`src/inc/accel_pkg.sv`:
```
package accel_pkg;

  // ------------------------------------------------------------
  // register map
  // ------------------------------------------------------------
  localparam logic [7:0] ADDR_X_TRIM = 8'h1e;
  localparam logic [7:0] ADDR_Y_TRIM = 8'h1f;
  localparam logic [7:0] ADDR_Z_TRIM = 8'h20;
  localparam logic [7:0] ADDR_RATE = 8'h2c;
  localparam logic [7:0] ADDR_FORMAT = 8'h31;
  localparam logic [7:0] ADDR_X_LO = 8'h38;
  localparam logic [7:0] ADDR_X_HI = 8'h39;
  localparam logic [7:0] ADDR_Y_LO = 8'h3a;
  localparam logic [7:0] ADDR_Y_HI = 8'h3b;
  localparam logic [7:0] ADDR_Z_LO = 8'h3c;
  localparam logic [7:0] ADDR_Z_HI = 8'h3d;
  localparam logic [7:0] ADDR_STATUS = 8'h3e;
  localparam logic [7:0] READ_UNMAPPED = 8'h00;

  // ------------------------------------------------------------
  // reset values
  // ------------------------------------------------------------
  localparam logic [7:0] TRIM_RESET = 8'h00;
  localparam logic [7:0] RATE_RESET = 8'h0a;
  localparam logic [7:0] FORMAT_RESET = 8'h00;

  // ------------------------------------------------------------
  // fields
  // ------------------------------------------------------------
  localparam int unsigned FMT_SELF_TEST = 7;
  localparam int unsigned FMT_FULL_RES = 3;
  localparam int unsigned FMT_RANGE_LSB = 0;
  localparam int unsigned RATE_LSB = 0;
  localparam logic [3:0] RATE_FAST_MIN = 4'ha;
  localparam logic [1:0] RANGE_WIDEST = 2'h3;
  localparam int unsigned STAT_SETTLED = 0;
  localparam int unsigned STAT_SELF_TEST = 1;
  localparam int unsigned STAT_FAST_RATE = 2;

  // ------------------------------------------------------------
  // scaling and timing
  // ------------------------------------------------------------
  // one trim step is four full-resolution output steps
  localparam int unsigned TRIM_STEP_SHIFT = 2;
  localparam logic [2:0] ST_SETTLE_SAMPLES = 3'h4;
  localparam logic signed [15:0] SAMPLE_MAX = 16'sh7fff;
  localparam logic signed [15:0] SAMPLE_MIN = -16'sh8000;
  localparam logic signed [15:0] ONE_G_FULL_RES = 16'sh0200;
  localparam int unsigned AVG_SHIFT = 4;
  localparam logic [4:0] AVG_SAMPLES = 5'h10;
  localparam logic [7:0] FMT_MEASURE = 8'h0b;
  localparam logic [7:0] FMT_MEASURE_ST = 8'h8b;

  typedef logic signed [15:0] sample_t;
  typedef logic signed [7:0] trim_t;
  typedef logic signed [19:0] sum_t;

endpackage : accel_pkg

```
`src/inc/accel_if.sv`:
```
interface accel_if (
  input wire logic clk_i,
  input wire logic rst_i
);
  logic reg_wr;
  logic reg_rd;
  logic [7:0] reg_addr;
  logic [7:0] reg_wdata;
  logic [7:0] reg_rdata;
  logic reg_rvalid;
  logic data_ready;

  modport dev (
    input clk_i, rst_i, reg_wr, reg_rd, reg_addr, reg_wdata,
    output reg_rdata, reg_rvalid, data_ready
  );
  modport host (
    input clk_i, rst_i, reg_rdata, reg_rvalid, data_ready,
    output reg_wr, reg_rd, reg_addr, reg_wdata
  );
endinterface : accel_if

```
`src/verilog/accel_trim_adder.sv`:
```
module accel_trim_adder (
  // raw sample and trim
  input wire logic signed [15:0] sample_i,
  input wire logic signed [7:0] trim_i,
  // format
  input wire logic full_res_i,
  input wire logic [1:0] range_i,
  // compensated sample
  output logic signed [15:0] sum_o
);
  logic signed [15:0] weight;
  logic signed [16:0] wide;

  always_comb begin
    weight = 16'(trim_i) <<< accel_pkg::TRIM_STEP_SHIFT; // [RULE9]
    // fixed resolution: output step grows with range, trim weight stays [RULE2]
    if (!full_res_i) begin
      weight = weight >>> range_i;
    end
    wide = 17'(sample_i) + 17'(weight); // [RULE1]
    // saturate instead of wrapping near full scale
    if (wide > 17'(accel_pkg::SAMPLE_MAX)) begin
      sum_o = accel_pkg::SAMPLE_MAX;
    end else if (wide < 17'(accel_pkg::SAMPLE_MIN)) begin
      sum_o = accel_pkg::SAMPLE_MIN;
    end else begin
      sum_o = wide[15:0];
    end
  end
endmodule : accel_trim_adder

```
`src/verilog/accel_dev.sv`:
```
// How it works
// RULE1: signed per-axis trim added to every sample
// RULE2: trim step fixed weight, any range
// RULE3: trims read zero after power-up reset
// RULE4: rate field low nibble; 0x0A up fast
// RULE5: full-res plus range 3 gives widest range
// RULE6: format bit 7 set drives self-test stimulus
// RULE7: format bit 7 clear removes stimulus
// RULE8: about four samples settle after self-test on
// RULE9: full-res trim step equals four outputs
// RULE10: host writes negated rounded offset as trim
// RULE11: host averages enough samples when calibrating
// RULE12: host self-test: off, on, settle, on, off
// RULE13: host change equals on average minus off
module accel_dev (
  // clock and reset
  input wire logic clk_i,
  input wire logic rst_i,
  // register port
  accel_if.dev bus,
  // sensing element samples
  input wire logic sample_valid_i,
  input wire logic signed [15:0] sample_x_i,
  input wire logic signed [15:0] sample_y_i,
  input wire logic signed [15:0] sample_z_i,
  // controls to the sensing front end
  output logic self_test_o,
  output logic [3:0] rate_code_o,
  output logic fast_rate_o,
  output logic full_res_o,
  output logic [1:0] range_o,
  output logic widest_range_o,
  output logic st_settled_o,
  // compensated data
  output logic signed [15:0] data_x_o,
  output logic signed [15:0] data_y_o,
  output logic signed [15:0] data_z_o
);

  // ------------------------------------------------------------
  // state
  // ------------------------------------------------------------
  typedef struct packed {
    logic [2:0][7:0] trim;
    logic [7:0] rate;
    logic [7:0] fmt;
    logic [2:0][15:0] data;
    logic [2:0] settle;
    logic [7:0] rdata;
    logic rvalid;
    logic drdy;
  } dev_state_t;

  dev_state_t st;
  dev_state_t next_st;

  logic [2:0][15:0] raw;
  logic [2:0][15:0] comp;
  logic st_on;
  logic full_res;
  logic [1:0] range_sel;

  assign raw[0] = sample_x_i;
  assign raw[1] = sample_y_i;
  assign raw[2] = sample_z_i;

  assign st_on = st.fmt[accel_pkg::FMT_SELF_TEST];
  assign full_res = st.fmt[accel_pkg::FMT_FULL_RES];
  assign range_sel = st.fmt[accel_pkg::FMT_RANGE_LSB +: 2];

  // ------------------------------------------------------------
  // decode
  // ------------------------------------------------------------
  function automatic logic [7:0] byte_of(input logic [15:0] w, input logic hi);
    byte_of = hi ? w[15:8] : w[7:0];
  endfunction : byte_of

  function automatic logic fast_code(input logic [7:0] r);
    fast_code = r[accel_pkg::RATE_LSB +: 4] >= accel_pkg::RATE_FAST_MIN;
  endfunction : fast_code

  function automatic logic settled(input dev_state_t s);
    settled = s.fmt[accel_pkg::FMT_SELF_TEST] &&
              (s.settle == accel_pkg::ST_SETTLE_SAMPLES);
  endfunction : settled

  function automatic logic [7:0] read_mux(input dev_state_t s, input logic [7:0] a);
    logic [7:0] v;
    v = accel_pkg::READ_UNMAPPED;
    case (a)
      accel_pkg::ADDR_X_TRIM: v = s.trim[0];
      accel_pkg::ADDR_Y_TRIM: v = s.trim[1];
      accel_pkg::ADDR_Z_TRIM: v = s.trim[2];
      accel_pkg::ADDR_RATE: v = s.rate;
      accel_pkg::ADDR_FORMAT: v = s.fmt;
      accel_pkg::ADDR_X_LO: v = byte_of(s.data[0], 1'b0);
      accel_pkg::ADDR_X_HI: v = byte_of(s.data[0], 1'b1);
      accel_pkg::ADDR_Y_LO: v = byte_of(s.data[1], 1'b0);
      accel_pkg::ADDR_Y_HI: v = byte_of(s.data[1], 1'b1);
      accel_pkg::ADDR_Z_LO: v = byte_of(s.data[2], 1'b0);
      accel_pkg::ADDR_Z_HI: v = byte_of(s.data[2], 1'b1);
      accel_pkg::ADDR_STATUS: begin
        v[accel_pkg::STAT_SETTLED] = settled(s);
        v[accel_pkg::STAT_SELF_TEST] = s.fmt[accel_pkg::FMT_SELF_TEST];
        v[accel_pkg::STAT_FAST_RATE] = fast_code(s.rate);
      end
      default: v = accel_pkg::READ_UNMAPPED;
    endcase
    return v;
  endfunction : read_mux

  // ------------------------------------------------------------
  // per-axis compensation
  // ------------------------------------------------------------
  // one adder per axis; all three share the format in force
  for (genvar i = 0; i < 3; i++) begin : g_axis
    accel_trim_adder u_add (
      .sample_i(raw[i]),
      .trim_i(st.trim[i]),
      .full_res_i(full_res),
      .range_i(range_sel),
      .sum_o(comp[i])
    ); // [RULE1] [RULE2]
  end

  // ------------------------------------------------------------
  // next state
  // ------------------------------------------------------------
  always_comb begin
    next_st = st;
    next_st.rvalid = 1'b0;
    next_st.drdy = 1'b0;

    // no byte latching: a sample landing between a lo and a hi read
    // mixes halves, so the reader must fetch right after data_ready
    if (bus.reg_rd) begin
      next_st.rdata = read_mux(st, bus.reg_addr);
      next_st.rvalid = 1'b1;
    end

    // a new sample always lands the trims and format in force this cycle
    if (sample_valid_i) begin
      next_st.data = comp; // [RULE1]
      next_st.drdy = 1'b1;
      if (st_on && (st.settle != accel_pkg::ST_SETTLE_SAMPLES)) begin
        next_st.settle = st.settle + 3'h1; // [RULE8]
      end
    end

    // data, status and unmapped addresses ignore writes
    if (bus.reg_wr) begin
      case (bus.reg_addr)
        accel_pkg::ADDR_X_TRIM: next_st.trim[0] = bus.reg_wdata;
        accel_pkg::ADDR_Y_TRIM: next_st.trim[1] = bus.reg_wdata;
        accel_pkg::ADDR_Z_TRIM: next_st.trim[2] = bus.reg_wdata;
        accel_pkg::ADDR_RATE: next_st.rate = bus.reg_wdata; // [RULE4]
        accel_pkg::ADDR_FORMAT: begin
          next_st.fmt = bus.reg_wdata; // [RULE5] [RULE6] [RULE7]
          // settling restarts on every off-to-on edge of self-test
          if (!bus.reg_wdata[accel_pkg::FMT_SELF_TEST] || !st_on) begin
            next_st.settle = '0; // [RULE8]
          end
        end
        default: begin
        end
      endcase
    end
  end

  // ------------------------------------------------------------
  // registers
  // ------------------------------------------------------------
  // trims are volatile: every power-up reset brings them back to zero
  always_ff @(posedge clk_i or posedge rst_i) begin
    if (rst_i) begin
      st.trim <= {3{accel_pkg::TRIM_RESET}}; // [RULE3]
      st.rate <= accel_pkg::RATE_RESET;
      st.fmt <= accel_pkg::FORMAT_RESET;
      st.data <= '0;
      st.settle <= '0;
      st.rdata <= '0;
      st.rvalid <= 1'b0;
      st.drdy <= 1'b0;
    end else begin
      st <= next_st;
    end
  end

  // ------------------------------------------------------------
  // outputs
  // ------------------------------------------------------------
  assign bus.reg_rdata = st.rdata;
  assign bus.reg_rvalid = st.rvalid;
  assign bus.data_ready = st.drdy;

  assign self_test_o = st_on; // [RULE6] [RULE7]
  assign rate_code_o = st.rate[accel_pkg::RATE_LSB +: 4];
  assign fast_rate_o = fast_code(st.rate); // [RULE4]
  assign full_res_o = full_res;
  assign range_o = range_sel;
  assign widest_range_o = full_res && (range_sel == accel_pkg::RANGE_WIDEST); // [RULE5]
  assign st_settled_o = settled(st); // [RULE8]

  assign data_x_o = st.data[0];
  assign data_y_o = st.data[1];
  assign data_z_o = st.data[2];

endmodule : accel_dev

```
`src/flat_wrapper.sv`:
```
// flat-port wrapper written by rule: the top's interface ports become plain ports
module accel_dev_flat 
  (clk_i, rst_i, sample_valid_i, sample_x_i, sample_y_i, sample_z_i, self_test_o, rate_code_o, fast_rate_o, full_res_o, range_o, widest_range_o, st_settled_o, data_x_o, data_y_o, data_z_o, bus_reg_wr, bus_reg_rd, bus_reg_addr, bus_reg_wdata, bus_reg_rdata, bus_reg_rvalid, bus_data_ready);
  accel_if bus_i (.clk_i(clk_i), .rst_i(rst_i));
  input wire logic clk_i;
  input wire logic rst_i;
  input wire logic sample_valid_i;
  input wire logic signed [15:0] sample_x_i;
  input wire logic signed [15:0] sample_y_i;
  input wire logic signed [15:0] sample_z_i;
  output logic self_test_o;
  output logic [3:0] rate_code_o;
  output logic fast_rate_o;
  output logic full_res_o;
  output logic [1:0] range_o;
  output logic widest_range_o;
  output logic st_settled_o;
  output logic signed [15:0] data_x_o;
  output logic signed [15:0] data_y_o;
  output logic signed [15:0] data_z_o;
  input wire logic [$bits(bus_i.reg_wr)-1:0] bus_reg_wr;
  input wire logic [$bits(bus_i.reg_rd)-1:0] bus_reg_rd;
  input wire logic [$bits(bus_i.reg_addr)-1:0] bus_reg_addr;
  input wire logic [$bits(bus_i.reg_wdata)-1:0] bus_reg_wdata;
  output wire logic [$bits(bus_i.reg_rdata)-1:0] bus_reg_rdata;
  output wire logic [$bits(bus_i.reg_rvalid)-1:0] bus_reg_rvalid;
  output wire logic [$bits(bus_i.data_ready)-1:0] bus_data_ready;
  assign bus_i.reg_wr = bus_reg_wr;
  assign bus_i.reg_rd = bus_reg_rd;
  assign bus_i.reg_addr = bus_reg_addr;
  assign bus_i.reg_wdata = bus_reg_wdata;
  assign bus_reg_rdata = bus_i.reg_rdata;
  assign bus_reg_rvalid = bus_i.reg_rvalid;
  assign bus_data_ready = bus_i.data_ready;
  accel_dev u_core (.clk_i(clk_i), .rst_i(rst_i), .bus(bus_i), .sample_valid_i(sample_valid_i), .sample_x_i(sample_x_i), .sample_y_i(sample_y_i), .sample_z_i(sample_z_i), .self_test_o(self_test_o), .rate_code_o(rate_code_o), .fast_rate_o(fast_rate_o), .full_res_o(full_res_o), .range_o(range_o), .widest_range_o(widest_range_o), .st_settled_o(st_settled_o), .data_x_o(data_x_o), .data_y_o(data_y_o), .data_z_o(data_z_o));
endmodule
```
`config.mk`:
```
export PLATFORM = sky130hd
export DESIGN_NAME = accel_dev_flat
export DESIGN_NICKNAME = d
export VERILOG_FILES = /design/src/inc/accel_pkg.sv /design/src/inc/accel_if.sv /design/src/verilog/accel_trim_adder.sv /design/src/verilog/accel_dev.sv /design/src/flat_wrapper.sv
export SDC_FILE = /design/constraint.sdc
export NUM_CORES = 1
export LEC_CHECK = 0
export ABC_CLOCK_PERIOD_IN_PS = 7500
export CAP_MARGIN = 20
export CORE_UTILIZATION = 55
export CTS_CLUSTER_SIZE = 30
export DETAILED_ROUTE_END_ITERATION = 10
export DONT_BUFFER_PORTS = 1
export PLACE_DENSITY_LB_ADDON = 0.12
export REMOVE_ABC_BUFFERS = 1
export SLEW_MARGIN = 20
export SYNTH_ARGS = -nofsm -noshare
export SYNTH_HDL_FRONTEND = slang
export SYNTH_SLANG_ARGS = --single-unit
export TNS_END_PERCENT = 30
```
`constraint.sdc`:
```
create_clock -name clk_i -period 7.5 [get_ports clk_i]
set_input_delay 0.375 -clock clk_i [delete_from_list [all_inputs] [get_ports clk_i]]
set_output_delay 0.375 -clock clk_i [all_outputs]
set_load 0.02 [all_outputs]
```
==> results_dict.tcl, run 1 <==
set metrics [dict create \
    status "finished clean" \
    synthArstFlopShare 1.000 \
    clkPwrFrac 0.296 \
    critPathSlowestCell "nor2_1" \
    gp_congestion 0.9442 \
    cts_tree "built" \
    postLayoutCoreUtil 0.5637 \
    start_kind "register" \
    grt_pass1_wl_um 37930 \
    finClkSkew_ns 0.01157 \
    setup_ws_ns 2.924 \
    sequentialPowerShare 0.442 \
    root_buffer "clkbuf_16" \
    syn2layout_area_growth_pct -0.2467 \
    num-fill-cells 1400 \
    syn_area_per_cell_um2 8.683 \
    cts_sinks 101 \
    finalHoldViolations 0 \
    slowest_delay_ns 0.61 \
    cts_resized 0 \
    p_comb_frac 0.263 \
    worst_pin_slew_ns 0.9919 \
    place_ws_ns 3.030 \
    clock_latency_ns 0.36 \
    min_period_ns 4.576 \
    swShare 0.3773 \
    die_h_um 127.2 \
    initial_core_util 0.5651 \
    setup-tns-final_ns 0 \
    synth_cells 993 \
    rsz0062_at_grt "false" \
    wl_per_cell_um 21.86 \
    boundaryPins 138 \
    wl_um 24440 \
    fin_cells 1118 \
    drt_iter0_drc 656 \
    num_rows 45 \
    cts_buffer_depth 2 \
    fmax_mhz 218.5 \
    drt_pass1_iterations 5 \
    criticalPathCategory "reg2reg" \
    synth_cell_types 79 \
    holdBufCountCts 1 \
    regArea_mm2 0.002530 \
    multi_input_area_mm2 0.005174 \
    first_global_vias 7061 \
    ys_seq_elements 101 \
    gr-usage-all-layers 0.3064 \
    fin_crit_sh 0.6101 \
    numCtsBuffers 9 \
    via_per_inst 6.581 \
    post-cts-setup-buffers 0 \
    final_area_mm2 0.008601 \
    vias 7358 \
    htreeDepth 3 \
    n_antenna_cell 0 \
    overflow 0 \
    mappedNetlistArea_mm2 0.008622 \
    drive_gt1_frac 0.1125 \
    grt_max_degree 75 \
    fin_nets 1024 \
    cp_max_fo 28 \
    coreArea_mm2 0.01526 \
    ys.flop_type "dfrtp_1" \
    die_w_um 127.2 \
    die-area_mm2 0.01618 \
    leakage_nw 3.793 \
    power.density_mw_per_mm2 197.9 \
    max_cap_violations 0 \
    hp-class "in2reg" \
    antenna_found_initial 0 \
    setup_viol 0 \
    route.detailed.drc 0 \
    crit_required_ns 7.71 \
    synth-seq-area-share 0.2934 \
    slew-limit-headroom 0.3333 \
    cp-end-kind "register" \
    switching_power_w 0.0006423 \
    peakVddDrop_uv 155.2 \
    yosys_warnings 0 \
    drv_slew 0 \
    port_buffers 0 \
    dpl_cell_area_mm2 0.008273 \
    crit_arrival_ns 4.79 \
    drtAntennaViolNets 0 \
    crit_chain "buf_4, inv_1, nor2_1, o211a_1, a221oi_1, ha_1, a21oi_1, a211oi_1, o21ai_0, nand3_1, nand4b_2, o21ai_2, o22ai_1" \
    dp.cells 1101 \
    synth_edf_count 0 \
    internal_power_w 0.001060 \
    hpwl_um 18750 \
    path_clk_slew_ns 0.08 \
]
==> kinds of logic after synthesis <==
logic type | Yosys count | share of synthesized area
flip-flops | 101 | 0.2934
AO/OA/AOI/OAI | 337 | 0.2586
multiplexers | 83 | 0.1056
XOR/XNOR | 36 | 0.03657
buffers and inverters | 180 | 0.1071
adder cells (fa/ha/maj) | 55 | 0.08185
AND/OR/NAND/NOR | 201 | 0.1168
==> flip-flops by register name (all words and copies together), names as in the netlist <==
signal                 flops
u_core.bus.reg_rdata       8
u_core.rate_code_o         4
u_core.bus.reg_rvalid      1
u_core.st                 35
u_core.data_y_o           16
u_core.self_test_o         1
u_core.bus.data_ready      1
u_core.range_o             2
u_core.data_x_o           16
u_core.full_res_o          1
u_core.data_z_o           16
==> per-layer routing <==
metal,share of wire,track usage,up-vias,wire [um]
met5,0,0,-,0
met4,0.022,0.09174,0,533
met3,0.079,0.07538,42,1926
met2,0.47,0.5019,284,11470
met1,0.43,0.4014,3596,10510
li1,-,-,3436,-
==> path summary, 6_finish.rpt <==
check	start	to	slack (ns)	cells after the start
setup / recovery	u_core.range_o[1]$_DFFE_PP0P_	u_core.data_x_o[14]$_DFFE_PP0P_	2.92	13
hold / removal	bus_reg_rd	u_core.bus.reg_rvalid$_DFF_PP0_	0.04	0
setup reg to reg	u_core.range_o[1]$_DFFE_PP0P_	u_core.data_x_o[14]$_DFFE_PP0P_	2.92	13
hold reg to reg	u_core.st[63]$_DFFE_PP0P_	u_core.st[63]$_DFFE_PP0P_	0.51	1
max in group asynchronous	rst_i	u_core.st[80]$_DFFE_PP0P_	5.79	3
min in group asynchronous	rst_i	u_core.bus.reg_rvalid$_DFF_PP0_	0.51	2
==> final cells by class <==
class / instances / area share
multi-input cells: 712 / 0.6015
flip-flops and latches: 101 / 0.2942
inverters: 72 / 0.03171
well taps: 211 / 0.03070
clock buffers: 9 / 0.02619
clock inverters: 7 / 0.01018
repair buffers: 6 / 0.005528
==> worst max-delay path, delay by kind of cell (launching register included) <==
| family | cells | cell delay [ns] |
|---|---|---|
| buffers and inverters | 2 | 0.56 |
| DFF | 1 | 0.33 |
| AOI/OAI and AO/OA | 7 | 1.96 |
| and+or+nand+nor | 3 | 1.19 |
| adders and majority gates | 1 | 0.37 |
==> through the flow <==
| step | hold WS (ns) | power (W) |
|---|---|---|
| floorplan | 0.4064 | 0.001075 |
| global placement | 0.3044 | 0.001187 |
| detailed placement | 0.3047 | 0.001204 |
| CTS | 0.02593 | 0.001707 |
| global route | 0.02060 | 0.001787 |
| finish | 0.03651 | 0.001702 |
==> layout by cell type, fill, tap and decap left out, drive strengths merged, types with 4 or more instances in the layout <==
master | synthesis | layout
a211oi | 11 | 11
a21o | 12 | 12
a21oi | 83 | 83
a221oi | 12 | 12
a22o | 9 | 9
a22oi | 32 | 32
a31oi | 7 | 7
a41oi | 6 | 6
and2 | 8 | 8
and3 | 11 | 11
buf | 71 | 5
clkbuf | 37 | 9
dfrtp | 99 | 99
ha | 50 | 50
inv | 72 | 77
mux2 | 54 | 54
mux2i | 28 | 28
nand2 | 45 | 45
nand2b | 5 | 5
nand3 | 23 | 23
nand4 | 4 | 4
nor2 | 59 | 59
nor2b | 10 | 10
nor3 | 15 | 15
nor3b | 7 | 7
o2111ai | 4 | 4
o211a | 4 | 4
o21a | 6 | 6
o21ai | 59 | 59
o21bai | 5 | 5
o22ai | 55 | 55
or3 | 4 | 4
xnor2 | 26 | 26
xor2 | 10 | 10
==> synth_stat cells (4+ instances only) <==
master / instances / area (um2)
nand2b_1: 5 / 31.28
o21ai_0: 54 / 270.3
inv_1: 72 / 270.3
and2_1: 8 / 50.05
buf_2: 5 / 25.02
nor2_1: 59 / 221.5
nand4_1: 4 / 25.02
xnor2_1: 26 / 227.7
a22oi_1: 32 / 240.2
ha_1: 50 / 625.6
buf_4: 62 / 465.5
mux2i_1: 28 / 280.3
clkbuf_1: 36 / 135.1
dfrtp_1: 99 / 2477
o21ai_2: 4 / 35.03
a22o_1: 9 / 78.83
a221oi_1: 11 / 96.34
nand3_1: 22 / 110.1
o22ai_1: 55 / 344.1
nor3_1: 15 / 75.07
mux2_2: 54 / 608.1
xor2_1: 10 / 87.58
a211oi_1: 10 / 75.07
a21oi_1: 82 / 410.4
and3_1: 11 / 68.82
a31oi_1: 7 / 43.79
nor2b_1: 10 / 62.56
o21a_1: 6 / 45.04
o21bai_1: 5 / 37.54
o211a_1: 4 / 40.04
a21o_1: 12 / 90.09
nor3b_1: 6 / 45.04
nand2_1: 44 / 165.2
a41oi_1: 6 / 52.55
==> power by group through the flow <==
stage                     Combinational [W]  Clock (W)  Sequential (W)
after floorplan                    0.000342          0        0.000733
after global placement             0.000427          0        0.000760
after detailed placement           0.000441          0        0.000762
after CTS                          0.000444   0.000511        0.000752
after global routing               0.000497   0.000529        0.000761
final                              0.000448   0.000503        0.000752
Note: power is estimated with default switching activity, not from simulation.
==> run 2: changes to the inputs <==
--- a/config.mk
+++ b/config.mk
@@ -5,7 +5,7 @@
 export SDC_FILE = /design/constraint.sdc
 export NUM_CORES = 1
 export LEC_CHECK = 0
-export ABC_CLOCK_PERIOD_IN_PS = 7500
+export ABC_CLOCK_PERIOD_IN_PS = 4300
 export CAP_MARGIN = 20
 export CORE_UTILIZATION = 55
 export CTS_CLUSTER_SIZE = 30
==> constraint.sdc (replaced) <==
create_clock -name clk_i -period 4.3 [get_ports clk_i]
set_input_delay 0.215 -clock clk_i [delete_from_list [all_inputs] [get_ports clk_i]]
set_output_delay 0.215 -clock clk_i [all_outputs]
set_load 0.02 [all_outputs]
==> run 2 against run 1 <==
Against the previous run: clock skew rose by 0.0061 ns; global-route usage up 2.9 points; sequential share of layout area decreased by 0.69 points; largest cell class unchanged.
==> results_dict.tcl, run 2 (synthesis gave the netlist of run 1 again) <==
set metrics [dict create \
    status "finished clean" \
    wl_per_cell_um 23.12 \
    via_per_inst 6.652 \
    overflow 0 \
    fin_crit_sh 0.9247 \
    largest_reg_flops 35 \
    slowest_delay_ns 0.48 \
    finalHoldViolations 0 \
    n_antenna_cell 0 \
    critPathSlowestCell "maj3_1" \
    num_rows 45 \
    fin_nets 1044 \
    regMostFlops "u_core.st" \
    htreeDepth 3 \
    multi_input_area_mm2 0.005174 \
    route.detailed.drc 0 \
    die_h_um 127.2 \
    peakVddDrop_uv 193.3 \
    max_cap_violations 0 \
    setup_viol 0 \
    cts_resized 0 \
    leakage_nw 3.887 \
    coreArea_mm2 0.01526 \
    die-area_mm2 0.01618 \
    clock_latency_ns 0.37 \
    crit_arrival_ns 4.23 \
    place_ws_ns 0.4502 \
    total_power_w 0.002992 \
    criticalPathCategory "reg2reg" \
    rsz0062_at_grt "false" \
    setup_ws_ns 0.3237 \
    hpwl_um 19680 \
    antenna_found_initial 0 \
    layout_commonest_cell "dfrtp_1" \
    start_kind "register" \
    layout_common_cells "dfrtp_1, a21oi_1, inv_1" \
    hp-class "in2reg" \
    first_global_vias 7208 \
    cts_buffer_depth 2 \
    min_period_ns 3.976 \
    setup-tns-final_ns 0 \
    grt_pass1_wl_um 41030 \
    regArea_mm2 0.002530 \
    numCtsBuffers 9 \
    cp-end-kind "register" \
    gp_congestion 0.9587 \
    die_w_um 127.2 \
    cts_sinks 101 \
    syn2layout_area_growth_pct 2.148 \
    cts_tree "built" \
    drive_gt1_frac 0.1187 \
    drtAntennaViolNets 0 \
    boundaryPins 138 \
    root_buffer "clkbuf_16" \
    num-fill-cells 1391 \
    vias 7570 \
    cp_common_cell "nor2_1" \
    crit_chain "buf_12, inv_1, nor2_1, a22oi_1, nor2_1, a221oi_1, ha_1, o21ai_0, o211ai_1, and3b_1, o2111ai_2, nand3_2, maj3_1, mux2_2" \
    path_clk_slew_ns 0.08 \
    gr-usage-all-layers 0.3351 \
    slew-limit-headroom 0.3625 \
    finClkSkew_ns 0.01771 \
    drv_slew 0 \
    dpl_cell_area_mm2 0.008338 \
    grt_max_degree 53 \
    port_buffers 0 \
    wl_um 26310 \
    worst_pin_slew_ns 0.9484 \
    fmax_mhz 251.5 \
    cp_max_fo 31 \
    power.density_mw_per_mm2 339.7 \
    drt_iter0_drc 667 \
    crit_required_ns 4.55 \
    initial_core_util 0.5651 \
    crit_buf_inv 2 \
    drt_pass1_iterations 6 \
    critPathTopFamily "simple AND/OR/NAND/NOR gates" \
    final_area_mm2 0.008807 \
]
[run 2: cell count changes in the layout (fill, tap and decap cells not counted), sizes merged]
cell,change
inv,-2
dlygate4sd3,+12
buf,+8
bufinv,-1
clkinv,+3
[run 2: per-layer routing]
layer	up-vias	track usage	share of wire
met5	-	0	0
li1	3476	-	-
met3	55	0.09757	0.093
met1	3681	0.4435	0.42
met4	0	0.1113	0.030
met2	358	0.5265	0.45
[run 2: timing repair]
| item | in CTS | in global routing |
|---|---|---|
| hold buffers | 14 | 0 |
| buffers inserted | 0 | 0 |
| hold endpoints to repair | 131 | 0 |
[run 2: stage by stage]
stage                     std cells  utilization  hold WS [ns]
after floorplan                 885            -        0.2464
after global placement         1108       0.5465        0.2221
after detailed placement       1108       0.5465        0.2356
after CTS                      1138       0.5769     0.0005930
after global routing           1138       0.5772     0.0009065
final                          1138       0.5772      0.007836
[run 2: worst reg2reg max path, delay by kind of cell (launching register included)]
family | cells | cell delay, ns
multiplexers | 1 | 0.27
AND/OR/NAND/NOR | 4 | 1.19
adder cells (fa/ha/maj) | 2 | 0.89
flip-flops | 1 | 0.41
AO/OA/AOI/OAI | 5 | 0.83
buffers and inverters | 2 | 0.30
[run 2: layout make-up]
class                      instances  share of cell area
clock buffer                       9             0.02557
sequential                       101              0.2873
tap                              211             0.02998
inverter                          72             0.03097
timing repair buffer              26             0.02870
multi-input combinational        712              0.5874
clock inverter                     7             0.01009
[run 2: worst paths after layout]
kind / startpoint / end / slack [ns] / cells past startpoint
max in group asynchronous: rst_i / u_core.st[81]$_DFFE_PP0P_ / 2.72 / 3
max: u_core.range_o[0]$_DFFE_PP0P_ / u_core.data_y_o[1]$_DFFE_PP0P_ / 0.32 / 14
min: bus_reg_wdata[5] / u_core.st[82]$_DFFE_PP0P_ / 0.008 / 1
min in group asynchronous: rst_i / u_core.data_z_o[15]$_DFFE_PP0P_ / 0.42 / 2
min reg2reg: u_core.st[67]$_DFFE_PP0P_ / u_core.st[67]$_DFFE_PP0P_ / 0.51 / 1
max reg2reg: u_core.range_o[0]$_DFFE_PP0P_ / u_core.data_y_o[1]$_DFFE_PP0P_ / 0.32 / 14
[run 2: power breakdown]
part           internal [W]  switching, W
clock              0.000420      0.000432
sequential          0.00106      0.000246
combinational      0.000338      0.000495
total               0.00182       0.00117
